File: src/abu_map.svh
// Purpose: register offsets, field positions, reset values and vectors of the breakpoint unit
// Assumes: 8-bit register port with a 3-bit address
// Notes: offsets are local to the unit
`ifndef ABU_MAP_SVH
`define ABU_MAP_SVH
`define ABU_OFF_CTRL 3'h0
`define ABU_OFF_ADDR_HI 3'h1
`define ABU_OFF_ADDR_LO 3'h2
`define ABU_OFF_WAIT_STAT 3'h3
`define ABU_OFF_FLAG_CTRL 3'h4
`define ABU_OFF_IRQ_STAT 3'h5
`define ABU_OFF_IRQ_MASK 3'h6
`define ABU_BIT_ENABLE 7
`define ABU_BIT_ACTIVE 6
`define ABU_BIT_WAIT_EXIT 1
`define ABU_BIT_CLR_FLAGS 7
`define ABU_BIT_EV_MATCH 0
`define ABU_BIT_EV_SOFT 1
`define ABU_RST_BYTE 8'h00
`define ABU_SWI_OPCODE 8'h83
`define ABU_VEC_NORMAL 16'hFFFC
`define ABU_VEC_MONITOR 16'hFEFC
`endif

File: src/abu_pkg.sv
// Purpose: types of the breakpoint unit
// Assumes: nothing
// Notes: the cpu-side request travels as one struct
package abu_pkg;
   typedef enum logic [1:0] {ABU_IDLE, ABU_PEND, ABU_BREAK} abu_state_e;
   typedef struct packed
   {
      logic request;
      logic [7:0] opcode;
      logic [15:0] vector;
   } abu_break_s;
endpackage

File: src/abu_address_breakpoint_unit.sv
// Purpose: address breakpoint unit: match, soft break, break state and side effects
// Assumes: cpu gives program address, opcode-fetch and instruction-boundary strobes
// Notes: registers on an 8-bit port; read data one cycle after the read strobe
//
// Design decisions made here: strobed register access and the placing of the registers.
`include "abu_map.svh"

// Summary of operation
// - request a break when the program address equals the break address
// - on a break, supply the software interrupt opcode to the instruction register
// - vector to FFFC, or to FEFC in monitor mode
// - a match sets the active flag; software writing one starts a break
// - a soft break is taken just before the next instruction starts
// - a break on an opcode address stops that instruction running
// - a break on an operand address lets the instruction finish first
// - return-from-interrupt in the handler ends the break state
// - cleared flag with unchanged address gives no further break after exit
// - enable bit 7 gates matches; write zero or reset clears it
// - address high and low bytes hold the break address, reset to zero
// - during a break, halt the timer and block input captures
// - during a break, stop the watchdog while the test voltage is present
// - other status bits are clearable in break only with clear-enable set
// - wait-exit bit set when a break ended wait mode, else cleared
// - in wait and stop the unit stays on but never matches
module abu_address_breakpoint_unit
   import abu_pkg::*;
(
   input wire logic i_clk,
   input wire logic i_rst_b,
   input wire logic [2:0] i_addr,
   input wire logic [7:0] i_wdata,
   input wire logic i_wr,
   input wire logic i_rd,
   input wire logic [15:0] i_cpu_addr,
   input wire logic i_opcode_fetch,
   input wire logic i_instr_start,
   input wire logic i_operand_fetch,
   input wire logic i_instr_end,
   input wire logic i_rti_exec,
   input wire logic i_monitor_mode,
   input wire logic i_wait_mode,
   input wire logic i_stop_mode,
   input wire logic i_high_test_voltage,
   output logic [7:0] o_rdata,
   output abu_break_s o_break,
   output logic o_break_state,
   output logic o_timer_halt,
   output logic o_capture_block,
   output logic o_watchdog_stop,
   output logic o_status_clear_ok,
   output logic o_wait_exited_by_break,
   output logic o_irq
);
   // ----------------------------------------------------------------
   // register port decode
   // ----------------------------------------------------------------
   logic enable_q;
   logic active_q;
   logic [7:0] addr_hi_q;
   logic [7:0] addr_lo_q;
   logic clr_flags_q;
   logic wait_exit_q;
   logic [1:0] irq_stat_q;
   logic [1:0] irq_mask_q;
   logic [7:0] rdata_d;
   abu_state_e state_q;
   logic operand_hit_q;
   logic hold_q;

   wire wr_ctrl = i_wr && (i_addr == `ABU_OFF_CTRL);
   wire wr_hi = i_wr && (i_addr == `ABU_OFF_ADDR_HI);
   wire wr_lo = i_wr && (i_addr == `ABU_OFF_ADDR_LO);
   wire wr_flag = i_wr && (i_addr == `ABU_OFF_FLAG_CTRL);
   wire wr_mask = i_wr && (i_addr == `ABU_OFF_IRQ_MASK);
   wire rd_stat = i_rd && (i_addr == `ABU_OFF_IRQ_STAT);
   wire soft_break = wr_ctrl && i_wdata[`ABU_BIT_ACTIVE];
   wire [15:0] brk_addr = {addr_hi_q, addr_lo_q};
   wire low_power = i_wait_mode || i_stop_mode;

   // ----------------------------------------------------------------
   // address compare
   // ----------------------------------------------------------------
   // the already-active flag masks a repeat match until software re-arms
   wire addr_eq = (i_cpu_addr == brk_addr) && !low_power;
   wire match_ok = enable_q && addr_eq && !active_q && !hold_q;
   wire opcode_hit = match_ok && i_opcode_fetch;
   wire operand_hit = match_ok && i_operand_fetch;
   wire take_now = opcode_hit
      || ((operand_hit_q || state_q == ABU_PEND) && i_instr_start);
   wire hw_set = opcode_hit || operand_hit;

   // a matched address stays spent until software loads a new break address
   always_ff @(posedge i_clk or negedge i_rst_b)
   begin
      if (!i_rst_b)
         hold_q <= 1'b0;
      else if (hw_set)
         hold_q <= 1'b1;
      else if (wr_hi || wr_lo)
         hold_q <= 1'b0;
   end

   always_ff @(posedge i_clk or negedge i_rst_b)
   begin
      if (!i_rst_b)
         operand_hit_q <= 1'b0;
      else if (operand_hit)
         operand_hit_q <= 1'b1;
      else if (i_instr_start)
         operand_hit_q <= 1'b0;
   end

   // ----------------------------------------------------------------
   // break sequencing
   // ----------------------------------------------------------------
   always_ff @(posedge i_clk or negedge i_rst_b)
   begin
      if (!i_rst_b)
         state_q <= ABU_IDLE;
      else
         unique case (state_q)
            ABU_IDLE:
               if (take_now)
                  state_q <= ABU_BREAK;
               else if (soft_break)
                  state_q <= ABU_PEND;
            ABU_PEND:
               if (i_instr_start)
                  state_q <= ABU_BREAK;
            ABU_BREAK:
               if (i_rti_exec)
                  state_q <= ABU_IDLE;
         endcase
   end

   // ----------------------------------------------------------------
   // control registers
   // ----------------------------------------------------------------
   always_ff @(posedge i_clk or negedge i_rst_b)
   begin
      if (!i_rst_b)
      begin
         enable_q <= 1'b0;
         active_q <= 1'b0;
         addr_hi_q <= `ABU_RST_BYTE;
         addr_lo_q <= `ABU_RST_BYTE;
         clr_flags_q <= 1'b0;
      end
      else
      begin
         if (wr_ctrl)
            enable_q <= i_wdata[`ABU_BIT_ENABLE];
         if (hw_set || soft_break)
            active_q <= 1'b1;
         else if (wr_ctrl)
            active_q <= 1'b0;
         if (wr_hi)
            addr_hi_q <= i_wdata;
         if (wr_lo)
            addr_lo_q <= i_wdata;
         if (wr_flag)
            clr_flags_q <= i_wdata[`ABU_BIT_CLR_FLAGS];
      end
   end

   // wait exit indication updates on each break entry
   wire break_entry = take_now && state_q != ABU_BREAK;
   always_ff @(posedge i_clk or negedge i_rst_b)
   begin
      if (!i_rst_b)
         wait_exit_q <= 1'b0;
      else if (break_entry)
         wait_exit_q <= i_wait_mode;
   end

   // ----------------------------------------------------------------
   // interrupt status and mask
   // ----------------------------------------------------------------
   wire [1:0] ev = {soft_break, hw_set};
   always_ff @(posedge i_clk or negedge i_rst_b)
   begin
      if (!i_rst_b)
      begin
         irq_stat_q <= 2'h0;
         irq_mask_q <= 2'h0;
      end
      else
      begin
         irq_stat_q <= (rd_stat ? 2'h0 : irq_stat_q) | ev;
         if (wr_mask)
            irq_mask_q <= i_wdata[1:0];
      end
   end

   // ----------------------------------------------------------------
   // read mux and outputs
   // ----------------------------------------------------------------
   always_comb
   begin
      rdata_d = 8'h00;
      if (i_rd)
         unique case (i_addr)
            `ABU_OFF_CTRL: rdata_d = {enable_q, active_q, 6'h00};
            `ABU_OFF_ADDR_HI: rdata_d = addr_hi_q;
            `ABU_OFF_ADDR_LO: rdata_d = addr_lo_q;
            `ABU_OFF_WAIT_STAT: rdata_d = {6'h00, wait_exit_q, 1'b0};
            `ABU_OFF_FLAG_CTRL: rdata_d = {clr_flags_q, 7'h00};
            `ABU_OFF_IRQ_STAT: rdata_d = {6'h00, irq_stat_q};
            `ABU_OFF_IRQ_MASK: rdata_d = {6'h00, irq_mask_q};
            default: rdata_d = 8'h00;
         endcase
   end

   wire in_break_d = (state_q == ABU_BREAK && !i_rti_exec) || take_now;
   always_ff @(posedge i_clk or negedge i_rst_b)
   begin
      if (!i_rst_b)
      begin
         o_rdata <= 8'h00;
         o_break <= '0;
         o_break_state <= 1'b0;
         o_timer_halt <= 1'b0;
         o_capture_block <= 1'b0;
         o_watchdog_stop <= 1'b0;
         o_status_clear_ok <= 1'b1;
         o_wait_exited_by_break <= 1'b0;
         o_irq <= 1'b0;
      end
      else
      begin
         o_rdata <= rdata_d;
         o_break.request <= take_now;
         o_break.opcode <= `ABU_SWI_OPCODE;
         o_break.vector <= i_monitor_mode ? `ABU_VEC_MONITOR : `ABU_VEC_NORMAL;
         o_break_state <= in_break_d;
         o_timer_halt <= in_break_d;
         o_capture_block <= in_break_d;
         o_watchdog_stop <= in_break_d && i_high_test_voltage;
         o_status_clear_ok <= !in_break_d || clr_flags_q;
         o_wait_exited_by_break <= wait_exit_q;
         o_irq <= |(((rd_stat ? 2'h0 : irq_stat_q) | ev) & irq_mask_q);
      end
   end

   // ----------------------------------------------------------------
   // checks
   // ----------------------------------------------------------------
   chk_match_request: assert property (@(posedge i_clk) disable iff (!i_rst_b)
      opcode_hit |=> o_break.request)
      else $error("opcode match gave no break request");
   chk_swi_opcode: assert property (@(posedge i_clk) disable iff (!i_rst_b)
      o_break.request |-> o_break.opcode == `ABU_SWI_OPCODE)
      else $error("break opcode wrong");
   chk_vector_sel: assert property (@(posedge i_clk) disable iff (!i_rst_b)
      i_monitor_mode |=> o_break.vector == `ABU_VEC_MONITOR)
      else $error("monitor vector wrong");
   chk_flag_set: assert property (@(posedge i_clk) disable iff (!i_rst_b)
      (hw_set || soft_break) |=> active_q)
      else $error("active flag not set");
   chk_soft_break: assert property (@(posedge i_clk) disable iff (!i_rst_b)
      (state_q == ABU_PEND && i_instr_start) |=> o_break.request)
      else $error("soft break not taken at instruction start");
   chk_rti_exit: assert property (@(posedge i_clk) disable iff (!i_rst_b)
      (state_q == ABU_BREAK && i_rti_exec) |=> !o_break_state)
      else $error("return did not end break");
   chk_enable_gate: assert property (@(posedge i_clk) disable iff (!i_rst_b)
      !enable_q |-> !hw_set)
      else $error("match while disabled");
   chk_timer_halt: assert property (@(posedge i_clk) disable iff (!i_rst_b)
      o_break_state |-> o_timer_halt && o_capture_block)
      else $error("timer not halted in break");
   chk_watchdog: assert property (@(posedge i_clk) disable iff (!i_rst_b)
      (in_break_d && i_high_test_voltage) |=> o_watchdog_stop)
      else $error("watchdog not stopped");
   chk_no_lowpower: assert property (@(posedge i_clk) disable iff (!i_rst_b)
      low_power |-> !hw_set)
      else $error("match in low power");
   chk_no_rebreak: assert property (@(posedge i_clk) disable iff (!i_rst_b)
      hold_q |-> !hw_set)
      else $error("repeat match on unchanged address");
   chk_operand_defer: assert property (@(posedge i_clk) disable iff (!i_rst_b)
      (operand_hit && !i_opcode_fetch && !i_instr_start && state_q != ABU_PEND
      && !operand_hit_q) |=> !o_break.request)
      else $error("operand break taken before instruction end");
   chk_wait_exit: assert property (@(posedge i_clk) disable iff (!i_rst_b)
      break_entry |=> wait_exit_q == $past(i_wait_mode))
      else $error("wait exit bit wrong");
   chk_clear_gate: assert property (@(posedge i_clk) disable iff (!i_rst_b)
      (in_break_d && !clr_flags_q) |=> !o_status_clear_ok)
      else $error("status clear allowed in break");
   chk_active_clear: assert property (@(posedge i_clk) disable iff (!i_rst_b)
      (wr_ctrl && !i_wdata[`ABU_BIT_ACTIVE] && !hw_set) |=> !active_q)
      else $error("active flag not cleared by write of zero");
   cov_opcode_break: cover property (@(posedge i_clk) disable iff (!i_rst_b) opcode_hit);
   cov_operand_break: cover property (@(posedge i_clk) disable iff (!i_rst_b)
      operand_hit ##[1:20] o_break.request);
   cov_soft_break: cover property (@(posedge i_clk) disable iff (!i_rst_b)
      soft_break ##[1:20] o_break.request);
   cov_rti: cover property (@(posedge i_clk) disable iff (!i_rst_b)
      o_break_state ##[1:50] !o_break_state);
endmodule

File: config.mk
export PLATFORM = sky130hd
export DESIGN_NAME = abu_address_breakpoint_unit
export DESIGN_NICKNAME = d
export VERILOG_FILES = /design/src/abu_pkg.sv /design/src/abu_address_breakpoint_unit.sv
export VERILOG_INCLUDE_DIRS = /design/src
export SDC_FILE = /design/constraint.sdc
export NUM_CORES = 1
export LEC_CHECK = 0
export ABC_AREA = 1
export BUFFER_PORTS_ARGS = -buffer_cell sky130_fd_sc_hd__buf_2
export CAP_MARGIN = 5
export CORE_ASPECT_RATIO = 0.8
export CORE_MARGIN = 3
export CORE_UTILIZATION = 35
export CTS_BUF_LIST = sky130_fd_sc_hd__clkbuf_8
export CTS_CLUSTER_SIZE = 12
export DETAILED_ROUTE_END_ITERATION = 7
export MAX_ROUTING_LAYER = met4
export PLACE_DENSITY_LB_ADDON = 0.08
export SLEW_MARGIN = 40
export SYNTH_ARGS = -nofsm -noshare
export SYNTH_HDL_FRONTEND = slang
export SYNTH_SLANG_ARGS = --single-unit
export TNS_END_PERCENT = 20
File: constraint.sdc
create_clock -name i_clk -period 1.34 [get_ports i_clk]
set_input_delay 0.268 -clock i_clk [delete_from_list [all_inputs] [get_ports i_clk]]
set_output_delay 0.268 -clock i_clk [all_outputs]
set_load 0.01 [all_outputs]
# Yosys cells after proc, flatten, opt, wreduce, memory -nomap -nowiden

Index checks and enable logic that the tools add are counted.

Bits in registers: 53

Equality and inequality tests: 13
Mux-type cells: 15
Bitwise logic cells: 2
Reductions and logical operators: 37

Operators by type and width:

| operator                                       | count |
|---|---|
| one-hot mux 8 bit (7 select lines)             | 1 |
| logical AND 1 bit                              | 17 |
| == test 16 bit                                 | 1 |
| two-way mux 2 bit                              | 5 |
| == test 3 bit (second input constant)          | 3 |
| two-way mux 9 bit                              | 1 |
| logical OR 1 bit                               | 8 |
| two-way mux 8 bit                              | 1 |
| == test 3 x 2 -> 1 bit (second input constant) | 2 |
| two-way mux 1 bit                              | 6 |
| inequality test 2 bit (second input constant)  | 3 |
| one-hot mux 2 bit (3 select lines)             | 1 |
| nonzero test 2 bit                             | 3 |
| logical NOT 1 bit                              | 5 |
| == test 3 x 1 -> 1 bit (second input constant) | 1 |
| logical NOT 3 bit                              | 1 |
| inequality test 3 bit (second input constant)  | 1 |
| AND reduction 3 bit                            | 1 |
| bitwise AND 2 bit                              | 1 |
| == test 2 x 1 -> 1 bit (second input constant) | 1 |
| == test 2 bit (second input constant)          | 1 |
| logical NOT 2 bit                              | 1 |
| OR 2 bit                                       | 1 |
| OR reduction 2 bit                             | 1 |

# Logic depth before layout (Yosys ltp)

Depth after elaboration: 11
Depth in mapped cells: 12
Depth with buffers taken out: 12

# Worst setup path after synthesis

OpenSTA, ideal clock, no wires.

Kind: register to register
From: register state_q[1]
To: register state_q[1]
Data arrival time: 1.363 ns
Path slack: -0.140 ns
Stages on the path, launching flop included: 9
Buffers on the path: 0
Path through: dfrtp_1 > inv_1 > ha_1 > o21ai_0 > nand3_1 > nand2_2 > clkinv_1 > nand2_1 > nand2_1

Word-level cells in the longest chain between the ends: 6

Ends and longest elaborated chain:

| item                                                                                | line                                                                  | RTL |
|---|---|---|
| start: declaration                                                                  | abu_address_breakpoint_unit.sv:66                                     | `abu_state_e state_q;` |
| start signal: assignment                                                            | abu_address_breakpoint_unit.sv:119                                    | `state_q <= ABU_IDLE;` |
| start signal: assignment                                                            | abu_address_breakpoint_unit.sv:124                                    | `state_q <= ABU_BREAK;` |
| start signal: assignment                                                            | abu_address_breakpoint_unit.sv:126                                    | `state_q <= ABU_PEND;` |
| == test 2 x 1 -> 1 bit                                                              | abu_address_breakpoint_unit.sv:89, abu_address_breakpoint_unit.sv:121 |  |
| logical OR 1 bit                                                                    | abu_address_breakpoint_unit.sv:89                                     | `\|\| ((operand_hit_q \|\| state_q == ABU_PEND) && i_instr_start);` |
| logical AND 1 bit                                                                   | abu_address_breakpoint_unit.sv:89                                     |  |
| logical OR 1 bit                                                                    | abu_address_breakpoint_unit.sv:89                                     |  |
| inequality test 3 bit (no line) or two-way mux 2 bit (tied branches)                | n/a                                                                   |  |
| AND reduction 3 bit (no line) or one-hot mux 2 bit (3 select lines) (tied branches) | n/a                                                                   |  |

Parallel ways exist; a longest one is shown, timed or not.
A chain may end at the register's enable or synchronous reset.

# Final worst setup path

From: register addr_hi_q[0]
To: register wait_exit_q

Word-level cells in the longest chain between the ends: 8

Ends and longest elaborated chain:

| item                           | line                               | RTL |
|---|---|---|
| start: declaration             | abu_address_breakpoint_unit.sv:59  | `logic [7:0] addr_hi_q;` |
| start signal: assignment       | abu_address_breakpoint_unit.sv:145 | `` addr_hi_q <= `ABU_RST_BYTE; `` |
| start signal: assignment       | abu_address_breakpoint_unit.sv:158 | `addr_hi_q <= i_wdata;` |
| == test 16 bit                 | abu_address_breakpoint_unit.sv:84  | `wire addr_eq = (i_cpu_addr == brk_addr) && !low_power;` |
| logical AND 1 bit              | abu_address_breakpoint_unit.sv:84  |  |
| logical AND 1 bit (3 in a row) | abu_address_breakpoint_unit.sv:85  | `wire match_ok = enable_q && addr_eq && !active_q && !hold_q;` |
| logical AND 1 bit              | abu_address_breakpoint_unit.sv:86  | `wire opcode_hit = match_ok && i_opcode_fetch;` |
| logical OR 1 bit               | abu_address_breakpoint_unit.sv:89  |  |
| via take_now                   | abu_address_breakpoint_unit.sv:88  | `wire take_now = opcode_hit` |
| logical AND 1 bit              | abu_address_breakpoint_unit.sv:167 | `wire break_entry = take_now && state_q != ABU_BREAK;` |
| end signal: assignment         | abu_address_breakpoint_unit.sv:173 | `wait_exit_q <= i_wait_mode;` |
| end: declaration               | abu_address_breakpoint_unit.sv:62  | `logic wait_exit_q;` |

The timed path passes the listed nets, and every way through them passes these cells.

==> results.toml <==
[final_layout]
diodes = 0
mostFrequentLayoutCells = "nand2_1, buf_2, inv_1, dfrtp_1, buf_4"
n_fill_cell = 660
synthToLayoutAreaGrowth_pct = 30.1
design_area_um2 = 3090
drive_gt1_share_pct = 35.3
ff_latch_area_um2 = 1100
layout_commonest_cell = "nand2_1"
multiInputGateArea_um2 = 927
nets = 444
layout.cells.non_filler = 486

[yosys]
synth_top_area_share_pct = 45.3
synthCells = 306
ys_seq_area_share_pct = 46.4
synth-seq-cells = 44
synth.avg_cell_area_um2 = 7.76
synth.distinct_cells = 28
synth.area.top_cells = "dfrtp_1, nand2_1, inv_1, buf_4, o21ai_1"
yosysWarnings = 0
yosys.area.top_type = "dfrtp_1"
syn_area_um2 = 2380

[cts]
cts_max_level = 2
cts.sinks = 44
ctsLongestPathBuffers = 2
numCtsBuffers = 5
cts_tree = "yes"
clock_latency_ns = 0.29
cts-root-buf = "clkbuf_8"
cts.clk_slew.worst_paths_ns = 0.08

[timing]
grt_setup_unrepaired = "true"
slew_violations = 0
max_freq_mhz = 666
hold_viol = 0
setup_viol = 11
period_minus_slack_ns = 1.50
finalWorstSetupSlack_ns = -0.161
fin_tns_setup_ns = -0.902
finalClockSkew_ns = 0.00620
finalCritPeriodShare_pct = 112

[grt]
grt.total_usage_pct = 15.2
grt_pass1_vias = 1927
grt_pass1_wl_um = 9030
antenna_found_initial = 0
grt_max_degree = 45
grt_overflow = 0

[die]
start_util_pct = 36.7
core-area_um2 = 6470
die_w_um = 98.1
rows = 26
die_h_um = 79.7
ioPinCount = 80
die-area_um2 = 7820

[run_status]
outcome = "finished with violations"
violations = "setup timing"

[place]
placed_area_um2 = 2940
io_buffers = 71
dp.cells = 475
hpwlAfterDp_um = 4370
place.gp.congestion = 0.776

[drt]
vias = 2052
drt-initial-drc-count = 56
first_pass_iters = 4
routed_wl_um = 5580
wl_per_cell_um = 11.5
drcViolationCount = 0
ant_nets = 0
viasPerCell = 4.22

[power_and_ir_drop]
power_w = 0.00383
p_per_area_nw_per_um2 = 1240
leakagePower_nw = 1.81
ir_worst_vdd_v = 0.000727

[critical_path]
start_kind = "flip-flop"
cp_max_fo = 6
worstSetupEndpointType = "flip-flop"
required_ns = 1.52
arrival_ns = 1.68
path_class = "flip-flop to flip-flop"

[worst_hold_path]
min_path_type = "input pin to flip-flop"

[flow_run]
drv_cap = 0
-- power breakdown --
part / internal (W) / switching, W
clock network: 0.000406 / 0.000433
registers: 0.00157 / 0.000146
logic: 0.000598 / 0.000685
-- path summary, 6_finish.rpt --
check | slack (ns) | endpoint | start | depth (start not counted)
max reg2reg | -0.16 | wait_exit_q$_DFFE_PN0P_ | addr_hi_q[0]$_DFFE_PN0P_ | 8
max in group asynchronous | 0.58 | o_status_clear_ok$_DFF_PN1_ | i_rst_b | 3
min | 0.10 | o_break[8]$_DFF_PN0_ | i_monitor_mode | 2
min reg2reg | 0.43 | o_wait_exited_by_break$_DFF_PN0_ | wait_exit_q$_DFFE_PN0P_ | 0
max | -0.16 | wait_exit_q$_DFFE_PN0P_ | addr_hi_q[0]$_DFFE_PN0P_ | 8
min in group asynchronous | 0.49 | o_break[7]$_DFF_PN0_ | i_rst_b | 3
-- metrics by stage --
stage               setup slack (ns)  hold WS [ns]  utilization [%]
floorplan                   0.000275       -0.0276                -
global placement              -0.136         0.269             45.4
detailed placement            -0.153         0.273             45.4
CTS                           -0.109        0.0979             47.2
global route                  -0.220        0.0851             47.8
finish                        -0.161         0.104             47.8
-- flip-flops by register name, indices dropped and copies added, names as in the netlist --
name	cells
addr_hi_q	8
addr_lo_q	8
o_rdata	8
o_break	3
irq_mask_q	2
irq_stat_q	2
state_q	2
active_q	1
clr_flags_q	1
enable_q	1
hold_q	1
o_capture_block	1
o_irq	1
o_status_clear_ok	1
o_wait_exited_by_break	1
o_watchdog_stop	1
operand_hit_q	1
wait_exit_q	1
-- kinds of logic (layout without fill, tap and decap cells) --
kind of cell | after synthesis | in the layout | share of synthesized area [%]
AOI/OAI and AO/OA | 40 | 40 | 9.64
xor gates and xnor gates | 3 | 3 | 1.11
adders and majority gates | 3 | 3 | 1.58
buffers and inverters | 84 | 174 | 17.2
DFF | 44 | 44 | 46.4
other | 2 | 8 | 0.316
and+or+nand+nor | 130 | 130 | 23.8
-- per-layer routing --
metal  GRT usage [%]  wire length, um  vias up
met5               -                0        -
met2            24.0             2540       61
met4            4.15               53        0
met1            19.9             2660      896
li1                -                -     1091
met3            3.41              334        4
-- layout make-up --
class                           instances  share of cell area [%]
Clock buffer                            6                    2.67
Clock inverter                          2                   0.243
Timing Repair Buffer                  108                    21.0
Inverter                               58                    7.04
Sequential cell                        44                    35.7
Multi-Input combinational cell        184                    30.0
Tap cell                               84                    3.40
-- cell usage after synthesis --
cell       n
buf_2      2
a21oi_1    4
buf_4     24
a22o_1     1
nand2_1   90
o211ai_2   1
o21ai_1   19
clkinv_1   2
o21ai_0    8
inv_2      4
nor2_1    17
xnor2_1    3
ha_1       3
nand4_4    1
conb_1     2
dfstp_2    1
nand2_2    8
a221oi_1   3
nor2_4     2
nor2_2     2
inv_1     52
o211ai_1   1
nand4_1    4
nand3b_1   1
a31oi_1    1
dfrtp_1   43
o22ai_1    2
nand3_1    5
-- timing repair --
item,CTS,global route
endpoints found under the hold margin,43,0
hold buffers,1,0
resized for setup,4,6
pin swaps,2,3
setup endpoints to repair,9,28
setup buffers,0,2
-- critical path: stages, from the launching register on --
cell     delay, ns
dfrtp_1       0.43
xnor2_2       0.23
nand2_1       0.12
nor2_4        0.12
nand4_4       0.18
nand2_2       0.12
nand2_1       0.07
nand2_1       0.05
o21ai_1       0.06
No activity file was read; power rests on OpenSTA's default activity.
